==> config.mk <==
export PLATFORM = sky130hd
export DESIGN_NAME = pcfg_target
export DESIGN_NICKNAME = d
export VERILOG_FILES = /design/src/hdl/pcfg_pkg.sv /design/src/hdl/pcfg_cmd_decode.sv /design/src/hdl/pcfg_field_reg.sv /design/src/hdl/pcfg_target.sv
export SDC_FILE = /design/constraint.sdc
export NUM_CORES = 1
export LEC_CHECK = 0
export ABC_CLOCK_PERIOD_IN_PS = 7250
export BUFFER_PORTS_ARGS = -buffer_cell sky130_fd_sc_hd__buf_2
export CAP_MARGIN = 0
export CORE_MARGIN = 2
export CORE_UTILIZATION = 63
export CTS_CLUSTER_DIAMETER = 60
export CTS_CLUSTER_SIZE = 30
export DETAILED_ROUTE_END_ITERATION = 10
export PLACE_DENSITY_LB_ADDON = 0.08
export SETUP_SLACK_MARGIN = 0.5
export SLEW_MARGIN = 30
export SYNTH_ARGS = -nofsm -noshare
export SYNTH_HDL_FRONTEND = slang
export SYNTH_HIERARCHICAL = 1
export SYNTH_SLANG_ARGS = --single-unit
export TNS_END_PERCENT = 30
==> constraint.sdc <==
create_clock -name core_clk -period 7.25 [get_ports core_clk]
set_input_delay 1.8125 -clock core_clk [delete_from_list [all_inputs] [get_ports core_clk]]
set_output_delay 1.8125 -clock core_clk [all_outputs]
set_load 0.05 [all_outputs]
==> src/hdl/pcfg_pkg.sv <==
// pcfg_pkg: shared constants and types for the pci configuration target.
// assumes a 32-bit multiplexed address/data bus sampled on core_clk.

package pcfg_pkg;

   // ---------------------------------------------------------------
   // bus command codes (c/be lines during the address phase)
   // ---------------------------------------------------------------
   localparam logic [3:0] PCFG_CMD_IO_RD = 4'h2;
   localparam logic [3:0] PCFG_CMD_IO_WR = 4'h3;
   localparam logic [3:0] PCFG_CMD_MEM_RD = 4'h6;
   localparam logic [3:0] PCFG_CMD_MEM_WR = 4'h7;
   localparam logic [3:0] PCFG_CMD_CFG_RD = 4'ha;
   localparam logic [3:0] PCFG_CMD_CFG_WR = 4'hb;

   // ---------------------------------------------------------------
   // configuration register offsets (byte addresses), in table order
   // ---------------------------------------------------------------
   localparam int PCFG_NREG = 10;
   localparam logic [7:0] PCFG_OFS [PCFG_NREG] = '{
      8'h00, 8'h04, 8'h08, 8'h0c, 8'h10, 8'h14, 8'h2c, 8'h30, 8'h3c, 8'h40};
   localparam int PCFG_IDX_ID = 0;
   localparam int PCFG_IDX_CS = 1;
   localparam int PCFG_IDX_LT = 3;
   localparam int PCFG_IDX_IO = 4;
   localparam int PCFG_IDX_MEM = 5;
   localparam int PCFG_IDX_IT = 8;
   localparam int PCFG_IDX_DA = 9;

   // ---------------------------------------------------------------
   // writable bits, write-one-to-clear bits and values after reset
   // ---------------------------------------------------------------
   localparam logic [31:0] PCFG_WMASK [PCFG_NREG] = '{
      32'h0000_0000, 32'h0000_0147, 32'h0000_0000, 32'h0000_ff00, 32'hffff_ff80,
      32'hffff_ff80, 32'h0000_0000, 32'hffff_fc01, 32'h0000_00ff, 32'hffff_ffff};
   localparam logic [31:0] PCFG_CMASK_CS = 32'hf100_0000;
   localparam logic [31:0] PCFG_RST_CS = 32'h0280_0000;
   localparam logic [31:0] PCFG_RST_IO = 32'h0000_0001;
   localparam logic [31:0] PCFG_RST_IT = 32'h0000_0100;
   localparam logic [31:0] PCFG_RST_ZERO = 32'h0000_0000;

   // command bit positions and host register window
   localparam int PCFG_CMD_BIT_IO = 0;
   localparam int PCFG_CMD_BIT_MEM = 1;
   localparam int PCFG_CMD_BIT_MST = 2;
   localparam int PCFG_CMD_BIT_PER = 6;
   localparam int PCFG_CMD_BIT_SERR = 8;
   localparam int PCFG_WIN_LSB = 7;
   localparam int PCFG_CSR_LSB = 3;

   // ---------------------------------------------------------------
   // target sequencer states
   // ---------------------------------------------------------------
   typedef enum logic [4:0] {
      PCFG_ST_IDLE = 5'b00001,
      PCFG_ST_WAIT = 5'b00010,
      PCFG_ST_DATA = 5'b00100,
      PCFG_ST_STOP = 5'b01000,
      PCFG_ST_TURN = 5'b10000
   } pcfg_state_type;

endpackage

==> src/hdl/pcfg_cmd_decode.sv <==
// pcfg_cmd_decode: sorts a bus command code into the target classes.
// assumes the code is the live c/be value, used only in an address phase.
`timescale 1ns/1ps

module pcfg_cmd_decode
   import pcfg_pkg::*;
(
   input wire logic [3:0] cmd,
   output logic is_cfg,
   output logic is_io,
   output logic is_mem,
   output logic is_write
);

   // ---------------------------------------------------------------
   // class decode
   // ---------------------------------------------------------------
   // unsupported and reserved codes fall in no class, so never claimed
   assign is_cfg = (cmd == PCFG_CMD_CFG_RD) || (cmd == PCFG_CMD_CFG_WR);
   assign is_io = (cmd == PCFG_CMD_IO_RD) || (cmd == PCFG_CMD_IO_WR);
   assign is_mem = (cmd == PCFG_CMD_MEM_RD) || (cmd == PCFG_CMD_MEM_WR);
   // low code bit tells write from read in all three classes
   assign is_write = cmd[0];

endmodule

==> src/hdl/pcfg_field_reg.sv <==
// pcfg_field_reg: one 32-bit configuration register with byte lanes.
// assumes wr_en is a one-cycle strobe and set_bits are event pulses.
`timescale 1ns/1ps

module pcfg_field_reg
   import pcfg_pkg::*;
#(
   parameter logic [31:0] RST_VAL = 32'h0000_0000,
   parameter logic [31:0] WMASK = 32'h0000_0000,
   parameter logic [31:0] CMASK = 32'h0000_0000
)
(
   input wire logic core_clk,
   input wire logic rst_n,
   input wire logic core_ce,
   input wire logic wr_en,
   input wire logic [3:0] be_n,
   input wire logic [31:0] wdata,
   input wire logic [31:0] set_bits,
   output logic [31:0] q
);

   logic [31:0] lane_mask;
   logic [31:0] wr_bits;
   logic [31:0] reg_d;
   logic [31:0] reg_q;

   // ---------------------------------------------------------------
   // byte lane expansion
   // ---------------------------------------------------------------
   for (genvar b = 0; b < 4; b++) begin : g_lane
      assign lane_mask[8*b +: 8] = {8{~be_n[b]}};
   end

   // ---------------------------------------------------------------
   // next value: plain writes, one-to-clear, hardware set wins
   // ---------------------------------------------------------------
   assign wr_bits = {32{wr_en}} & lane_mask;
   assign reg_d = (((reg_q & ~(wr_bits & WMASK)) | (wdata & wr_bits & WMASK))
                  & ~(wr_bits & wdata & CMASK)) | (set_bits & CMASK);

   // only the hardware reset touches this storage
   always_ff @(posedge core_clk or negedge rst_n) begin
      if (!rst_n) begin
         reg_q <= RST_VAL;
      end else if (core_ce) begin
         reg_q <= reg_d;
      end
   end

   assign q = reg_q;

endmodule

==> src/hdl/pcfg_target.sv <==
// pcfg_target: pci target for configuration space and the host register
// window of the lan controller.
// assumes pci pins arrive synchronous to core_clk and that the pad ring
// resolves each pin from its output and output enable.
//
// Functional notes
// data phase ends only with both ready
// bus slave read ready means valid data
// bus slave write ready means accepting data
// memory read and write claimed as target
// io and configuration commands only as target
// unsupported and reserved commands never claimed
// reserved configuration writes complete, data dropped
// reserved configuration reads return zero
// software reset leaves configuration registers alone
// hardware reset restores configuration registers
// byte, word, longword configuration access by lanes
// ten registers decoded, gaps are reserved
// identity holds device and maker codes, read only
// sixteen host registers in io or memory
// zero command stops all but configuration
// status bits cleared by writing one
// io and memory gated by command bits
// configuration claimed only with idsel asserted
`timescale 1ns/1ps

module pcfg_target
   import pcfg_pkg::*;
#(
   parameter logic [15:0] DEVICE_CODE = 16'h0a5a, // arbitrary value
   parameter logic [15:0] MAKER_CODE = 16'h5a0a, // arbitrary value
   parameter logic [31:0] REVISION_VALUE = 32'h0200_0011, // arbitrary value
   parameter logic [31:0] SUBSYSTEM_VALUE = 32'h0000_0000 // arbitrary value
)
(
   input wire logic core_clk,
   input wire logic rst_n,
   input wire logic core_ce,
   input wire logic [31:0] ad_pins,
   output logic [31:0] ad_data,
   output logic ad_oe,
   input wire logic [3:0] cbe_n,
   input wire logic frame_n,
   input wire logic irdy_n,
   input wire logic idsel,
   output logic trdy_n,
   output logic trdy_oe,
   output logic devsel_n,
   output logic devsel_oe,
   output logic stop_n,
   output logic stop_oe,
   input wire logic [4:0] status_set,
   output logic csr_sel,
   output logic csr_we,
   output logic [3:0] csr_index,
   output logic [31:0] csr_wdata,
   output logic [3:0] csr_be_n,
   input wire logic [31:0] csr_rdata,
   output logic io_enable,
   output logic mem_enable,
   output logic master_enable,
   output logic parity_resp,
   output logic serr_enable,
   output logic [7:0] latency_value,
   output logic [7:0] int_line
);

   pcfg_state_type st_q, st_d;
   logic frame_prev_q;
   logic [5:0] cfg_idx_q;
   logic [3:0] csr_idx_q;
   logic cfg_q, csr_q, wr_q;
   logic [31:0] ad_data_q;
   logic csr_sel_q, csr_we_q;
   logic [31:0] csr_wdata_q;
   logic [3:0] csr_be_q;
   logic dec_cfg, dec_io, dec_mem, dec_wr;
   logic addr_phase, cfg_hit, io_hit, mem_hit, claim, done;
   logic cfg_wr_fire;
   logic [31:0] cfg_word, rd_word, cs_set;
   logic [31:0] reg_q [PCFG_NREG];
   logic [31:0] rd_term [PCFG_NREG];
   logic [PCFG_NREG-1:0] reg_hit;

   // ---------------------------------------------------------------
   // command decode of the address phase
   // ---------------------------------------------------------------
   pcfg_cmd_decode u_dec (
      .cmd(cbe_n),
      .is_cfg(dec_cfg),
      .is_io(dec_io),
      .is_mem(dec_mem),
      .is_write(dec_wr)
   );

   // address phase is the first cycle with frame low after it was high
   assign addr_phase = (st_q == PCFG_ST_IDLE) && !frame_n && frame_prev_q;
   // type 0 configuration only; command bits never gate it
   assign cfg_hit = dec_cfg && idsel && (ad_pins[1:0] == 2'b00);
   assign io_hit = dec_io && io_enable
                   && (ad_pins[31:PCFG_WIN_LSB] == reg_q[PCFG_IDX_IO][31:PCFG_WIN_LSB]);
   assign mem_hit = dec_mem && mem_enable
                    && (ad_pins[31:PCFG_WIN_LSB] == reg_q[PCFG_IDX_MEM][31:PCFG_WIN_LSB]);
   assign claim = addr_phase && (cfg_hit || io_hit || mem_hit);
   // trdy is low all through the data state, so irdy alone closes it
   assign done = (st_q == PCFG_ST_DATA) && !irdy_n;

   // ---------------------------------------------------------------
   // sequencer: medium devsel, one data phase, then disconnect
   // ---------------------------------------------------------------
   // single-word target keeps the datapath small; bursts are cut by stop
   always_comb begin
      st_d = st_q;
      unique case (st_q)
         PCFG_ST_IDLE: begin
            if (claim) begin
               st_d = PCFG_ST_WAIT;
            end
         end
         PCFG_ST_WAIT: begin
            st_d = PCFG_ST_DATA;
         end
         PCFG_ST_DATA: begin
            if (done) begin
               st_d = frame_n ? PCFG_ST_TURN : PCFG_ST_STOP;
            end
         end
         PCFG_ST_STOP: begin
            if (frame_n) begin
               st_d = PCFG_ST_TURN;
            end
         end
         PCFG_ST_TURN: begin
            st_d = PCFG_ST_IDLE;
         end
      endcase
   end

   // state and frame history
   always_ff @(posedge core_clk or negedge rst_n) begin
      if (!rst_n) begin
         st_q <= PCFG_ST_IDLE;
         frame_prev_q <= 1'b1;
      end else if (core_ce) begin
         st_q <= st_d;
         frame_prev_q <= frame_n;
      end
   end

   // latch what the address phase told us
   always_ff @(posedge core_clk or negedge rst_n) begin
      if (!rst_n) begin
         cfg_idx_q <= 6'h00;
         csr_idx_q <= 4'h0;
         cfg_q <= 1'b0;
         csr_q <= 1'b0;
         wr_q <= 1'b0;
      end else if (core_ce && claim) begin
         cfg_idx_q <= ad_pins[7:2];
         csr_idx_q <= ad_pins[PCFG_WIN_LSB-1:PCFG_CSR_LSB];
         cfg_q <= cfg_hit;
         csr_q <= !cfg_hit;
         wr_q <= dec_wr;
      end
   end

   // ---------------------------------------------------------------
   // bus pin drive
   // ---------------------------------------------------------------
   // turn state drives the strobes high one cycle before release
   assign devsel_n = !((st_q == PCFG_ST_DATA) || (st_q == PCFG_ST_STOP));
   assign devsel_oe = (st_q == PCFG_ST_DATA) || (st_q == PCFG_ST_STOP)
                      || (st_q == PCFG_ST_TURN);
   assign trdy_n = (st_q != PCFG_ST_DATA);
   assign trdy_oe = devsel_oe;
   assign stop_n = devsel_n;
   assign stop_oe = devsel_oe;
   assign ad_oe = (st_q == PCFG_ST_DATA) && !wr_q;
   assign ad_data = ad_data_q;

   // ---------------------------------------------------------------
   // configuration register file
   // ---------------------------------------------------------------
   assign cfg_wr_fire = done && cfg_q && wr_q;
   // status events land on bits 31..28 and 24
   assign cs_set = {status_set[4:1], 3'b000, status_set[0], 24'h00_0000};

   for (genvar i = 0; i < PCFG_NREG; i++) begin : g_reg
      localparam logic [31:0] RV = (i == PCFG_IDX_ID) ? {DEVICE_CODE, MAKER_CODE} :
                                   (i == 2) ? REVISION_VALUE :
                                   (i == 6) ? SUBSYSTEM_VALUE :
                                   (i == PCFG_IDX_CS) ? PCFG_RST_CS :
                                   (i == PCFG_IDX_IO) ? PCFG_RST_IO :
                                   (i == PCFG_IDX_IT) ? PCFG_RST_IT : PCFG_RST_ZERO;
      assign reg_hit[i] = (cfg_idx_q == PCFG_OFS[i][7:2]);
      // no software reset reaches these; only rst_n loads their reset values
      pcfg_field_reg #(
         .RST_VAL(RV),
         .WMASK(PCFG_WMASK[i]),
         .CMASK((i == PCFG_IDX_CS) ? PCFG_CMASK_CS : PCFG_RST_ZERO)
      ) u_reg (
         .core_clk(core_clk),
         .rst_n(rst_n),
         .core_ce(core_ce),
         .wr_en(cfg_wr_fire && reg_hit[i]),
         .be_n(cbe_n),
         .wdata(ad_pins),
         .set_bits((i == PCFG_IDX_CS) ? cs_set : PCFG_RST_ZERO),
         .q(reg_q[i])
      );
      assign rd_term[i] = reg_hit[i] ? reg_q[i] : PCFG_RST_ZERO;
   end

   // gaps and offsets past the last register read as zero
   always_comb begin
      cfg_word = PCFG_RST_ZERO;
      for (int k = 0; k < PCFG_NREG; k++) begin
         cfg_word = cfg_word | rd_term[k];
      end
   end
   assign rd_word = cfg_q ? cfg_word : csr_rdata;

   // read data follows the selected word until the phase completes
   always_ff @(posedge core_clk or negedge rst_n) begin
      if (!rst_n) begin
         ad_data_q <= 32'h0000_0000;
      end else if (core_ce && ((st_q == PCFG_ST_WAIT) || (st_q == PCFG_ST_DATA))) begin
         ad_data_q <= rd_word;
      end
   end

   // ---------------------------------------------------------------
   // host register window strobe
   // ---------------------------------------------------------------
   // issued one cycle after completion so the write data is a flop
   always_ff @(posedge core_clk or negedge rst_n) begin
      if (!rst_n) begin
         csr_sel_q <= 1'b0;
         csr_we_q <= 1'b0;
         csr_wdata_q <= 32'h0000_0000;
         csr_be_q <= 4'hf;
      end else if (core_ce) begin
         csr_sel_q <= done && csr_q;
         if (done && csr_q) begin
            csr_we_q <= wr_q;
            csr_wdata_q <= ad_pins;
            csr_be_q <= cbe_n;
         end
      end
   end

   assign csr_sel = csr_sel_q;
   assign csr_we = csr_we_q;
   assign csr_index = csr_idx_q;
   assign csr_wdata = csr_wdata_q;
   assign csr_be_n = csr_be_q;

   // ---------------------------------------------------------------
   // command bits toward the rest of the controller
   // ---------------------------------------------------------------
   assign io_enable = reg_q[PCFG_IDX_CS][PCFG_CMD_BIT_IO];
   assign mem_enable = reg_q[PCFG_IDX_CS][PCFG_CMD_BIT_MEM];
   // the initiator side of memory commands lives outside and obeys this
   assign master_enable = reg_q[PCFG_IDX_CS][PCFG_CMD_BIT_MST];
   assign parity_resp = reg_q[PCFG_IDX_CS][PCFG_CMD_BIT_PER];
   assign serr_enable = reg_q[PCFG_IDX_CS][PCFG_CMD_BIT_SERR];
   assign latency_value = reg_q[PCFG_IDX_LT][15:8];
   assign int_line = reg_q[PCFG_IDX_IT][7:0];
endmodule

Yosys cells after proc, flatten, opt, wreduce, memory -nomap -nowiden
Cells that the tools add are included.
Storage, ports and cells
  register bits: 313
  logic and storage cells: 149
  output and inout port bits: 102
  input bits: 79
Cells by class
  bitwise gates (word level): 50
  reduce and logical (&&, ||, !) cells: 40
  eq/ne operators: 25
  mux-type cells: 15
Operator list (count)
  32-bit AND: 18
  32-bit bitwise OR: 11
  32-bit two-way mux: 8
  32-bit inverter: 5
  25-bit == test: 2
  16-bit AND: 2
  16-bit inverter with 32-bit output: 1
  8-bit inverter with 32-bit output: 1
  9-bit inverter with 32-bit output: 1
  28-bit by 32-bit bitwise OR with 32-bit output: 1
  32-bit by 16-bit bitwise OR with 32-bit output: 1
  32-bit by 26-bit bitwise OR with 32-bit output: 1
  32-bit by 8-bit bitwise OR with 32-bit output: 1
  32-bit by 9-bit bitwise OR with 32-bit output: 1
  28-bit two-way mux: 1
  26-bit two-way mux: 1
  5-bit case mux with 5 select lines: 1
  1-bit logical AND: 23
  5-bit two-way mux: 4
  8-bit AND: 2
  6-bit by 2-bit == test with 1-bit output, second input constant: 2
  6-bit by 3-bit == test with 1-bit output, second input constant: 2
  6-bit by 4-bit == test with 1-bit output, second input constant: 2
  4-bit by 2-bit == test with 1-bit output, second input constant: 2
  other kinds (18): 36

Depth between registers and ports, before layout
Gate-level depths: netlist of the first run.
  depth in word-level cells: 11
  depth in mapped cells: 10
  depth with buffers taken out: 7

By module
The synthesis of the first run kept the hierarchy.
By module, submodules not included
  pcfg_target: cells an instance 690, area an instance 6517.5 um2, times used 1, sequential area each 2134.5 um2
  pcfg_field_reg (g_reg[9].u_reg): cells an instance 69, area an instance 1211.2 um2, times used 1, sequential area each 800.8 um2
  pcfg_field_reg (g_reg[4].u_reg): cells an instance 63, area an instance 1008.5 um2, times used 1, sequential area each 625.6 um2
  pcfg_field_reg (g_reg[5].u_reg): cells an instance 62, area an instance 1004.7 um2, times used 1, sequential area each 625.6 um2
  pcfg_field_reg (g_reg[7].u_reg): cells an instance 60, area an instance 947.2 um2, times used 1, sequential area each 575.6 um2
  pcfg_field_reg (g_reg[1].u_reg): cells an instance 52, area an instance 616.8 um2, times used 1, sequential area each 250.2 um2
  pcfg_field_reg (g_reg[8].u_reg): cells an instance 43, area an instance 498.0 um2, times used 1, sequential area each 200.2 um2
  pcfg_field_reg (g_reg[0].u_reg ...): cells an instance 34, area an instance 247.7 um2, times used 2, sequential area each 0.0 um2
  pcfg_field_reg (g_reg[3].u_reg): cells an instance 42, area an instance 494.2 um2, times used 1, sequential area each 200.2 um2
  pcfg_field_reg (g_reg[6].u_reg): cells an instance 33, area an instance 244.0 um2, times used 1, sequential area each 0.0 um2
  pcfg_cmd_decode: cells an instance 4, area an instance 37.5 um2, times used 1, sequential area each 0.0 um2

Worst setup path after synthesis of the first run
OpenSTA, ideal clock, no wires.
  path kind: flip-flop to output port
  start point: register st_q[4]
  end point: output ad_oe
  arrival: 1.962 ns
  required time: 5.438 ns
  path buffers: 0
  stages on the path, launching flop included: 4
  setup slack: 3.475 ns
  cell sequence: dfrtp_1 -> nor3_1 -> nand2_1 -> nor2_1
On the way
  word-level cells in the longest chain between the ends: 2
Ends and longest elaborated chain
  start: declaration: RTL line pcfg_target.sv:68  | pcfg_state_type st_q, st_d;
  start signal: assignment: RTL line pcfg_target.sv:145  | st_q <= st_d;
  5-bit by 3-bit == test with 1-bit output: RTL line pcfg_target.sv:178  | assign ad_oe = (st_q == PCFG_ST_DATA) && !wr_q;
  1-bit logical AND: RTL line pcfg_target.sv:178
  end: declaration: RTL line pcfg_target.sv:41  | output logic ad_oe,
No other way between the ends.

==> results.md, run 1 <==
CTS:
- The TritonCTS clock tree is done.
- CTS built an H-tree with a depth of 1.
- The number of gates resized after CTS was 0.
- The post-cts hold buffer count is 0.
- In this run the post-CTS setup repair buffer count came out at 0.
- Clock tree synthesis inserted a total of 16 buffers.
- The later-pin clock latency in the skew report is 0.50 ns.
- In this run the clock root is driven by a sky130_fd_sc_hd__clkbuf_16.
- CTS saw 216 sinks.
- The clock edge transition at the registers on the reported setup and hold paths is 0.09 ns.
- The number of buffers on the longest clock path is 3.

Floorplan:
- The number of top-level pins is 181.
- The floorplan die width is 148 um.
- The floorplan has 52 rows.
- For this configuration, the core starts out at a cell density of 64.3%.
- The die covers 21900 um2.
- The die boundary height is 148 um.
- The area of the placeable core is 20300 um2.

Power:
- Power spread over the standard cell area amounts to 229 nW/um2.
- The worst voltage drop across the vdd grid is 0.000211 V.
- Total power for the finished layout comes to 3.17 mW.
- In this run, the combinational gates consume 27.0% of the power.
- The internal power of the cells totals 1.98 mW.
- The clock power share is 30.0%.
- Summed over all cells, the static leakage comes to 6.94 nW.
- The net switching share of the total power is 37.4%.
- In this run, flip-flops and latches consume 43.0% of the power.
- The net switching power of the design is 1.18 mW.

Cells and area:
- The end-of-flow core utilization is 68.1%.
- Of the cells placed in the final design, the portion with a size suffix greater than 1 is 34.8%.
- The cell area after layout is 13800 um2.
- The net count of the finished layout is 1388.
- After the flow finishes, the layout carries non-filler instances totaling 1589.
- The synthesis-to-layout area growth is 5.93%.
- The number of antenna diodes in the final layout is 0.

Place:
- After detailed placement, the design holds a cell count of 1561.
- The post-place instance area is 13300 um2.
- The worst setup slack after placement is 3.02 ns.
- Buffers placed on the I/O ports in this run total 180.
- The global placement routability congestion is 0.809.
- The half-perimeter wire length of the detailed placement result is 21200 um.

Worst hold path:
- The startpoint identified for the worst hold timing path is ad_data[29]$_DFFE_PN0P_.
- The class of the worst hold path is reg -> reg.
- The worst hold path stage count is 2.

Job:
- Max-cap violations in this run came to 0.

Routing:
- For this run, the detailed router's first-pass iteration total came to 8.
- The DRC violation count after routing is 1.
- The number of DRC violations after detailed-routing iteration 0 is 638.
- The total number of vias is 8990.
- After detailed routing, the total wire length is 31700 um.
- After detailed routing, the number of vias per cell comes to 5.66.
- The remaining antenna violation count after routing is 0.
- The average detailed-routed wire length per instance is 20.0 um.

Worst setup path:
- The kind of end point of the critical path is a flop.
- The largest single stage delay on the critical path is 0.89 ns.
- At the worst endpoint, the arrival time is 4.70 ns.
- The largest driver fanout on the critical path is 27.
- Walking the worst path, the cells encountered are buf_4, and2_1, and2_1, nor2b_1, nand3b_2, mux2_2.
- The cell with the largest stage delay on the worst path is sky130_fd_sc_hd__dfrtp_2.
- The most numerous cell on the critical path is sky130_fd_sc_hd__and2_1.
- Counting cells, the worst reg-to-reg path comes to 6.
- The worst setup path is of the reg -> reg kind.
- Together, buffers and inverters on the worst path number 1.
- The launching element type of the critical path is a flop.
- The number of logic stages on the critical path including buffering is 6.
- The beginning of the worst register-to-register path is cfg_idx_q[2]$_DFFE_PN0P_.
- The data required time of the critical path is 7.63 ns.
- The timing startpoint of the critical path is cfg_idx_q[2]$_DFFE_PN0P_.
- The dominant delay contributor by cell family on the critical path is simple AND/OR/NAND/NOR gates.

Yosys:
- The count of warnings emitted by yosys is 6.
- The mean instance size in the synthesized netlist is 11.0 um2.
- The netlist area before placement is 13100 um2.
- The instance count of the mapped netlist is 1182.

STA:
- Setup repair after global routing left no endpoint under its margin.
- The final hold violation count was 0.
- Between clock sinks in the finished design, the worst skew comes to 0.0222 ns.
- After layout, the worst path uses 59.6% of the clock period.
- Setup total negative slack on the finished layout was measured at 0 ns.
- The count of final setup violators is 0.
- Across all hold checks on the routed design, the worst slack comes to 0.477 ns.
- The max-slew violation count is 0.
- The maximum frequency from static timing analysis is 232 MHz.
- The actual transition at the worst max-transition pin is 0.977 ns.
- The final critical-path setup slack is 2.93 ns.
- The clock period minus final worst setup slack is 4.32 ns.
- In this run the tightest slew margin relative to its limit is 34.9%.

Global routing:
- The via count of the first global-routing pass came to 8767.
- The overall overflow remaining after global route is 0.
- The first global-routing pass estimated 49700 um of wire.
- For this run, the total global-route usage over all layers was measured as 29.0%.
- The maximum number of pins on one net before global-route repair is 79.
- The number of antenna violations at the first check in global routing is 1.

Outcome:
- The run finished, with violations left.
- The checks that failed: DRC.
-- power by group through the flow --
| stage | clock network (mW) | logic (mW) | registers (mW) |
|---|---|---|---|
| after CTS | 0.966 | 0.855 | 1.36 |
| after global routing | 1.01 | 0.922 | 1.38 |
| after global placement | 0 | 0.838 | 1.39 |
| after detailed placement | 0 | 0.853 | 1.39 |
| final | 0.950 | 0.854 | 1.36 |
| after floorplan | 0 | 0.398 | 1.68 |
-- worst paths after layout --
check | slack, ns | end
max | 2.93 | flop
max reg2reg | 2.93 | flop
min | 0.48 | ad_data[29]$_DFFE_PN0P_
min in group asynchronous | 1.24 | csr_wdata[3]$_DFFE_PN0P_
max in group asynchronous | 4.90 | csr_wdata[17]$_DFFE_PN0P_
min reg2reg | 0.48 | ad_data[29]$_DFFE_PN0P_
-- worst reg2reg max path, delay by kind of cell, from the launching register on --
kind / cells / cell delay, ns
buffers and inverters: 1 / 0.52
and+or+nand+nor: 4 / 2.39
muxes: 1 / 0.41
DFF: 1 / 0.89
-- per-layer routing --
metal / track usage, % / wire (um)
met3: 3.58 / 1790
met5: 0 / 0
met4: 7.86 / 738
met1: 42.5 / 14500
met2: 46.0 / 14600
-- layout make-up --
type                    count  area, um2
fillers                  1620       6480
flip-flops and latches    216       5410
repair buffers            193       1020
clock inverters             9       93.8
multi-input cells         878       6490
inverters                   4       15.0
well taps                 270        338
clock buffers              19        453
-- layout by cell type, fill, tap and decap left out, types with 3 or more instances in the layout --
| master | count |
|---|---|
| sky130_fd_sc_hd__dfrtp_1 | 209 |
| sky130_fd_sc_hd__mux2_2 | 203 |
| sky130_fd_sc_hd__conb_1 | 189 |
| sky130_fd_sc_hd__buf_2 | 179 |
| sky130_fd_sc_hd__a22oi_1 | 61 |
| sky130_fd_sc_hd__nand2_1 | 55 |
| sky130_fd_sc_hd__xnor2_1 | 50 |
| sky130_fd_sc_hd__nor2_1 | 44 |
| sky130_fd_sc_hd__a221oi_1 | 32 |
| sky130_fd_sc_hd__o21ai_0 | 29 |
| sky130_fd_sc_hd__a22o_1 | 27 |
| sky130_fd_sc_hd__a21oi_1 | 17 |
| sky130_fd_sc_hd__clkbuf_16 | 17 |
| sky130_fd_sc_hd__a41o_1 | 16 |
| sky130_fd_sc_hd__mux2i_1 | 15 |
| sky130_fd_sc_hd__o2bb2ai_1 | 15 |
| sky130_fd_sc_hd__a2bb2oi_1 | 14 |
| sky130_fd_sc_hd__a31oi_1 | 14 |
| sky130_fd_sc_hd__nand4_1 | 13 |
| sky130_fd_sc_hd__nand3b_2 | 13 |
| sky130_fd_sc_hd__buf_4 | 11 |
| sky130_fd_sc_hd__nor2b_1 | 7 |
| sky130_fd_sc_hd__and2_1 | 6 |
| sky130_fd_sc_hd__nand4b_1 | 6 |
| sky130_fd_sc_hd__dfstp_2 | 6 |
| sky130_fd_sc_hd__nor4_1 | 5 |
| sky130_fd_sc_hd__nor3_1 | 4 |
| sky130_fd_sc_hd__nand3_1 | 4 |
| sky130_fd_sc_hd__and3b_1 | 4 |
| sky130_fd_sc_hd__nand3b_1 | 4 |
| sky130_fd_sc_hd__mux2_4 | 4 |
| sky130_fd_sc_hd__nand2b_1 | 3 |
| sky130_fd_sc_hd__inv_1 | 3 |
| sky130_fd_sc_hd__a21o_1 | 3 |
| sky130_fd_sc_hd__clkinv_2 | 3 |
| sky130_fd_sc_hd__nand3b_4 | 3 |
Power figures use the tool's default switching activity.
==> run 2: changes to the inputs <==
ABC_AREA = 1   (was default)
ABC_CLOCK_PERIOD_IN_PS = 4390   (was 7250)
CORE_UTILIZATION = 59   (was 63)
clock period = 4.39 ns   (was 7.25 ns; I/O delays follow)
==> run 2 against run 1 <==
  * The run now ends clean
  * Cell count is 54% higher
  * Clock-buffer cell count is 3 higher
  * Global-route usage is 3.4 points higher
  * Critical path depth stayed put
  * Via count is 44% higher
  * Cell area is 11% higher
  * Flip-flop and latch count stayed put
  * Wire length is 31% higher
  * Sequential power is 65% higher
  * Sequential share of layout area is 3.9 points lower
  * Clock skew is 0.0056 ns lower
  * Largest cell class unchanged
  * Total power is 81% higher
==> results.md, run 2 <==
Outcome:
- Result of the run: completed (was complete, but fails checks).

Yosys:
- The netlist area before placement is 14400 um2 (was 13100 um2).
- The instance count of the mapped netlist is 1988 (was 1182).
- The mean instance size in the synthesized netlist is 7.22 um2 (was 11.0 um2).
- The count of warnings emitted by yosys is 6 (unchanged).

Floorplan:
- The die boundary height is 160 um (was 148 um).
- The number of top-level pins was 181 (unchanged).
- The total die area is 25600 um2 (was 21900 um2).
- The area of the placeable core is 24100 um2 (was 20300 um2).
- The number of standard-cell rows in the floorplan is 57 (was 52).
- The initial standard-cell utilization of the core is 59.5% (was 64.3%).
- The floorplan die width is 160 um (was 148 um).

Routing:
- The remaining antenna violation count after routing came to 0 (unchanged).
- The average detailed-routed wire length per instance is 16.9 um (was 20.0 um).
- The number of DRC violations after detailed-routing iteration 0 was 1352 (was 638).
- The via density per instance was 5.28 (was 5.66).
- The detailed-routing iteration count for the pre-antenna-repair pass is 6 (was 8).
- The total number of vias was 13.0k (was 8990).
- The DRC violation count after routing came to 0 (was 1).
- The aggregate routed wire length is 41500 um (was 31700 um).

Worst hold path:
- The class of the worst hold path is reg -> reg (unchanged).

CTS:
- The total setup buffers inserted after CTS is 0 (unchanged).
- The TritonCTS sink count is 216 (unchanged).
- The post-cts hold buffer count is 0 (unchanged).
- The clock buffer count from CTS was 21 (was 16).
- The TritonCTS clock tree is done (unchanged).
- The depth of the CTS H-tree is 1 (unchanged).
- The clock root buffer is sky130_fd_sc_hd__clkbuf_16 (unchanged).
- The number of instances resized during post-cts repair was 0 (unchanged).
- The later-pin clock latency in the skew report is 0.53 ns (was 0.50 ns).
- The clock edge transition at the registers on the reported setup and hold paths is 0.09 ns (about the same).
- The number of buffers on the longest clock path came to 3 (unchanged).

Cells and area:
- The count of inserted antenna diode cells is 0 (unchanged).
- Most frequent cells in the layout: sky130_fd_sc_hd__nand2_1, sky130_fd_sc_hd__inv_1, sky130_fd_sc_hd__dfrtp_1 (was sky130_fd_sc_hd__dfrtp_1, sky130_fd_sc_hd__mux2_2, sky130_fd_sc_hd__conb_1).
- The end-of-flow core utilization is 63.6% (was 68.1%).
- The number of standard cells in the final layout excluding fillers came to 2453 (was 1589).
- The most common cell after layout, fill and taps aside is sky130_fd_sc_hd__nand2_1 (was sky130_fd_sc_hd__dfrtp_1).
- The cell area after layout is 15300 um2 (was 13800 um2).
- The synthesis-to-layout area growth is 6.88% (was 5.93%).
- The layout cell share with drive strength beyond 1 is 14.2% (was 34.8%).
- The net count of the finished layout is 2193 (was 1388).
- The total of fill cells in the finished design is 2272 (was 1620).

Power:
- The cell internal power dissipation was 3.55 mW (was 1.98 mW).
- The portion of total power attributed to sequential cells is 39.1% (was 43.0%).
- The part of the power in combinational logic came to 26.0% (was 27.0%).
- The power density relative to cell area was 373 nW/um2 (was 229 nW/um2).
- The clock power share is 34.9% (was 30.0%).
- The worst voltage drop across the vdd grid is 0.000454 V (was 0.000211 V).
- The static leakage is 7.84 nW (was 6.94 nW).
- The total power draw is 5.72 mW (was 3.17 mW).
- The net switching share of the total power is 37.9% (was 37.4%).
- The net switching power of the design is 2.17 mW (was 1.18 mW).

STA:
- Timing would allow up to 326 MHz.
- The final hold violation count is 0 (unchanged).
- The tightest hold margin came to 0.473 ns (was 0.477 ns).
- RSZ-0062 raised after global routing: false (unchanged).
- The final critical-path setup slack came to 1.33 ns (was 2.93 ns).
- The share of the cycle needed by the critical path after routing is 69.8%.
- The largest clock skew in the final design came to 0.0166 ns (was 0.0222 ns).
- The actual transition at the worst max-transition pin came to 0.831 ns (was 0.977 ns).
- The count of final setup violators is 0 (unchanged).
- The relative max-transition margin is 44.6% (was 34.9%).
- The clock period minus final worst setup slack is 3.06 ns.
- The max-slew violation count is 0 (unchanged).
- The sum of negative setup slack is 0 ns (unchanged).

Worst setup path:
- The kind of end point of the critical path is an output pin (was flop).
- The largest driver fanout on the critical path is 6 (was 27).
- The beginning of the worst register-to-register path was st_q[0]$_DFFE_PN1P_ (was cfg_idx_q[2]$_DFFE_PN0P_).
- The critical path arrival is 1.97 ns (was 4.70 ns).
- The kind of critical path is reg -> out (was reg -> reg).
- The timing startpoint of the critical path is st_q[0]$_DFFE_PN1P_ (was cfg_idx_q[2]$_DFFE_PN0P_).
- The data required time of the critical path is 3.29 ns (was 7.63 ns).
- The launching element type of the critical path is a flop (unchanged).

Place:
- The global placement routability congestion came to 0.936 (was 0.809).
- The number of cells after detailed placement was 2415 (was 1561).
- The half-perimeter wire length of the detailed placement result is 29200 um (was 21200 um).
- The number of port buffers is 180 (unchanged).
- The worst setup slack after placement is 1.36 ns (was 3.02 ns).
- The post-place instance area is 14600 um2 (was 13300 um2).

Global routing:
- The via count of the first global-routing pass is 11.7k (was 8767).
- The number of antenna violations at the first check in global routing is 2 (was 1).
- The overall overflow remaining after global route is 0 (unchanged).
- The global-route wire length before repair is 65400 um (was 49700 um).
- The overall routing resource usage is 32.4% (was 29.0%).
- The maximum number of pins on one net before global-route repair came to 101 (was 79).

Job:
- The number of violations of the max-capacitance limit is 0 (unchanged).
==> run 2: cell types whose count changed in the layout (fill, tap and decap cells not counted), moves of 44 or more <==
cell                      before  now
sky130_fd_sc_hd__o22ai_1       0   63
sky130_fd_sc_hd__nor2_1       44  101
sky130_fd_sc_hd__nand2_1      55  534
sky130_fd_sc_hd__o21ai_0      29  105
sky130_fd_sc_hd__nand4_1      13  158
sky130_fd_sc_hd__xnor2_1      50    6
sky130_fd_sc_hd__nand3_1       4   61
sky130_fd_sc_hd__inv_1         3  279
sky130_fd_sc_hd__a22oi_1      61    0
sky130_fd_sc_hd__mux2_2      203    6
==> run 2: power by group through the flow <==
stage | Combinational (mW) | Sequential (mW) | Clock [mW]
after global routing | 1.61 | 2.26 | 2.11
after global placement | 1.47 | 2.27 | 0
after CTS | 1.49 | 2.24 | 2.03
after detailed placement | 1.48 | 2.27 | 0
final | 1.49 | 2.24 | 1.99
after floorplan | 0.723 | 2.78 | 0
==> run 2: worst paths after layout <==
check	to	slack [ns]	cells after the start
max	stop_oe	1.33	6
min	flop	0.47	2
max reg2reg	flop	1.68	8
min reg2reg	flop	0.47	2
max in group asynchronous	async pin	2.88	2
min in group asynchronous	async pin	0.58	1
==> run 2: area by class of cell <==
class	instances	area (um2)	share of cell area, %
Clock inverter	16	221	1.44
Multi-Input combinational cell	1368	6470	42.2
Clock buffer	22	539	3.52
Inverter	299	1130	7.37
Timing Repair Buffer	208	1160	7.57
Sequential cell	216	5410	35.3
Tap cell	324	405	2.64
==> run 2: layer usage <==
| metal | global-route usage (%) | up-vias | share of wire, % |
|---|---|---|---|
| met5 | 0 | - | 0.029 |
| met4 | 8.19 | 2 | 2.2 |
| met3 | 5.61 | 52 | 10 |
| met2 | 48.3 | 596 | 42 |
| met1 | 48.9 | 5999 | 45 |
| li1 | - | 6304 | - |
==> run 2: critical path, stage by stage (launching register included) <==
cell	delay (ns)
sky130_fd_sc_hd__dfstp_2	0.39
sky130_fd_sc_hd__nor2_1	0.22
sky130_fd_sc_hd__nand4_2	0.20
sky130_fd_sc_hd__inv_1	0.17
sky130_fd_sc_hd__nor2_1	0.08
sky130_fd_sc_hd__nand2_1	0.10
sky130_fd_sc_hd__buf_2	0.27
==> run 3: changes to the inputs <==
ABC_AREA = 0   (was 1)
ABC_CLOCK_PERIOD_IN_PS = 2700   (was 4390)
CORE_UTILIZATION = 53   (was 59)
clock period = 2.7 ns   (was 4.39 ns; I/O delays follow)
==> run 3 against run 2 <==
  * Setup slack worse by 1.0 ns
  * Cell count is 30% lower
  * Global-route usage is 5.7 points lower
  * Clock power is 70% higher
  * Critical path depth stayed put
  * Worst hold slack worse by 0.40 ns
  * Wire length is 17% lower
  * Total power is 69% higher
  * Register-to-register slack worse by 1.2 ns
  * Highest routed layer is now met4
==> results.md, run 3 (synthesis results as in run 1) <==
Outcome:
- Result of the run: completed (unchanged).

STA:
- The routed design could run at a clock period as short as 2.39 ns.
- The final hold violation count is 0 (unchanged).
- The final critical-path setup slack is 0.307 ns (was 1.33 ns).
- The maximum frequency from static timing analysis is 418 MHz.
- The actual transition at the worst max-transition pin came to 0.937 ns (was 0.831 ns).
- The share of the cycle needed by the critical path after routing is 88.6%.
- The tightest hold margin is 0.0753 ns (was 0.473 ns).
- The count of final setup violators was 0 (unchanged).
- RSZ-0062 raised after global routing: true (was false).
- The relative max-transition margin came to 37.5% (was 44.6%).
- The max-slew violation count came to 0 (unchanged).
- The largest clock skew in the final design is 0.0208 ns (was 0.0166 ns).

Worst setup path:
- The largest driver fanout on the critical path came to 4 (was 6).
- The critical path arrival is 1.72 ns (was 1.97 ns).
- The launching element type of the critical path is a flop (unchanged).
- The kind of end point of the critical path is an output pin (unchanged).
- The depth of the worst register-to-register path is 8 (unchanged).
- The kind of critical path is reg -> out (unchanged).
- The data required time of the critical path came to 2.03 ns (was 3.29 ns).
- The worst setup slack for register-to-register paths is 0.46 ns (was 1.68 ns).
- The beginning of the worst register-to-register path is st_q[4]$_DFFE_PN0P_ (was st_q[0]$_DFFE_PN1P_).

Floorplan:
- The floorplan die width came to 161 um (was 160 um).
- The initial standard-cell utilization of the core is 53.8% (was 59.5%).
- The total die area is 25900 um2 (was 25600 um2).
- The die boundary height is 161 um (was 160 um).
- The number of top-level pins is 181 (unchanged).
- The area of the placeable core is 24200 um2 (was 24100 um2).
- The number of standard-cell rows in the floorplan came to 57 (unchanged).

Global routing:
- The overall routing resource usage is 26.7% (was 32.4%).
- The global-route wire length before repair was 53700 um (was 65400 um).
- The met1 track demand over resource in global routing came to 38.3% (was 48.9%).
- The routing usage on met3 was 3.23% (was 5.61%).
- The via count of the first global-routing pass is 9156 (was 11.7k).
- The number of antenna violations at the first check in global routing is 1 (was 2).
- The maximum number of pins on one net before global-route repair was 59 (was 101).
- The met2 track utilization from global routing is 43.8% (was 48.3%).
- The overall overflow remaining after global route was 0 (unchanged).
- The most congested layer reported by global routing is met2 (was met1).

Routing:
- The detailed-routing iteration count for the pre-antenna-repair pass is 5 (was 6).
- The DRC violation count after routing is 0 (unchanged).
- The aggregate routed wire length is 34600 um (was 41500 um).
- The remaining antenna violation count after routing is 0 (unchanged).
- The number of DRC violations after detailed-routing iteration 0 was 570 (was 1352).
- The average detailed-routed wire length per instance is 20.2 um (was 16.9 um).
- The via density per instance was 5.43 (was 5.28).
- The total number of vias is 9302 (was 13.0k).

CTS:
- The clock root buffer is sky130_fd_sc_hd__clkbuf_16 (unchanged).
- The post-cts hold buffer count is 0 (unchanged).
- The depth of the CTS H-tree is 1 (unchanged).
- The TritonCTS clock tree is done (unchanged).
- The later-pin clock latency in the skew report came to 0.53 ns (about the same).
- The clock edge transition at the registers on the reported setup and hold paths is 0.09 ns (about the same).
- The number of buffers on the longest clock path is 3 (unchanged).
- The TritonCTS sink count is 216 (unchanged).
- The clock buffer count from CTS was 23 (was 21).

Power:
- The static leakage came to 7.59 nW (was 7.84 nW).
- The power density relative to cell area was 641 nW/um2 (was 373 nW/um2).
- The total power draw is 9.66 mW (was 5.72 mW).
- The worst voltage drop across the vdd grid came to 0.000570 V (was 0.000454 V).

Cells and area:
- Most frequent cells in the layout: sky130_fd_sc_hd__dfrtp_1, sky130_fd_sc_hd__mux2_2, sky130_fd_sc_hd__conb_1 (was sky130_fd_sc_hd__nand2_1, sky130_fd_sc_hd__inv_1, sky130_fd_sc_hd__dfrtp_1).
- The end-of-flow core utilization is 62.1% (was 63.6%).
- The net count of the finished layout is 1451 (was 2193).
- The total of fill cells in the finished design is 2085 (was 2272).
- The layout cell share with drive strength beyond 1 is 40.7% (was 14.2%).
- The most common cell after layout, fill and taps aside is sky130_fd_sc_hd__dfrtp_1 (was sky130_fd_sc_hd__nand2_1).
- The synthesis-to-layout area growth came to 15.5% (was 6.88%).

Worst hold path:
- The class of the worst hold path is in -> async (was reg -> reg).

Place:
- The number of port buffers is 180 (unchanged).
- The global placement routability congestion is 0.863 (was 0.936).
- The worst setup slack after placement is 0.0139 ns (was 1.36 ns).
- The half-perimeter wire length of the detailed placement result is 24500 um (was 29200 um).

Job:
- The number of violations of the max-capacitance limit is 0 (unchanged).
==> run 3: cell count changes in the layout (fill, tap and decap cells not counted), moves of 31 or more <==
cell                       before  now
sky130_fd_sc_hd__nand2_1      534   55
sky130_fd_sc_hd__nand3_1       61    3
sky130_fd_sc_hd__nor2_1       101   41
sky130_fd_sc_hd__buf_4         26   59
sky130_fd_sc_hd__o22ai_1       63    0
sky130_fd_sc_hd__o21ai_0      105   29
sky130_fd_sc_hd__mux2_2         6  203
sky130_fd_sc_hd__xnor2_1        6   38
sky130_fd_sc_hd__inv_1        279    3
sky130_fd_sc_hd__a221oi_1       0   31
sky130_fd_sc_hd__a22oi_1        0   60
sky130_fd_sc_hd__nand4_1      158   13
==> run 3: per-layer routing <==
layer  up-vias  wire [um]
met2       281      16400
met3        28       1750
met1      4664      15900
met4         0        456
met5         -          0
li1       4329          -
==> run 3: final cells by class <==
cell class | instances | area, um2 | area share [%]
sequential | 216 | 5420 | 36.0
timing repair buffer | 249 | 1580 | 10.5
clock buffer | 23 | 576 | 3.82
tap | 324 | 405 | 2.69
inverter | 4 | 15.0 | 0.0996
clock inverter | 19 | 249 | 1.65
antenna | 1 | 2.50 | 0.0166
multi-input combinational | 878 | 6820 | 45.3
==> run 3: worst max-delay path by stage <==
stage,startpoint,to,cells past startpoint
after floorplan,cbe_n[3],cfg_idx_q[0]$_DFFE_PN0P_,6
after global routing,st_q[1]$_DFFE_PN0P_,devsel_oe,6
after CTS,st_q[1]$_DFFE_PN0P_,devsel_oe,6
after global placement,ad_pins[9],cfg_idx_q[3]$_DFFE_PN0P_,8
final,st_q[1]$_DFFE_PN0P_,devsel_oe,6
after detailed placement,ad_pins[9],csr_q$_DFFE_PN0P_,8
==> run 3: worst max-delay path, cell delays in order (launching register included) <==
cell	delay, ns
sky130_fd_sc_hd__dfrtp_2	0.45
sky130_fd_sc_hd__nor3_4	0.20
sky130_fd_sc_hd__nand2_1	0.08
sky130_fd_sc_hd__nor2_2	0.13
sky130_fd_sc_hd__a21oi_2	0.06
sky130_fd_sc_hd__inv_2	0.11
sky130_fd_sc_hd__buf_8	0.15
==> run 3: metrics by stage <==
step           TNS (ns)  std cells  cell area (um2)
6_report              0       1714            15100
5_1_grt               0       1713            15100
4_1_cts               0       1706            14800
3_5_place_dp          0       1658            13800
3_3_place_gp     -0.322       1658            13800
2_1_floorplan         0       1357            13800
==> run 3: repair_timing <==
| item | 4_1_cts | 5_1_grt |
|---|---|---|
| setup buffers | 6 | 7 |
| pin swaps | 3 | 8 |
| resized for setup | 33 | 36 |
| setup endpoints to repair | 157 | 117 |
==> run 3: power by group <==
group          leakage (nW)  switching, mW  internal [mW]  total (mW)
Sequential             2.90          0.153           3.50        3.66
Combinational          4.28           1.83          0.782        2.61
Clock                 0.401           1.66           1.73        3.39
Total                  7.59           3.64           6.02        9.66
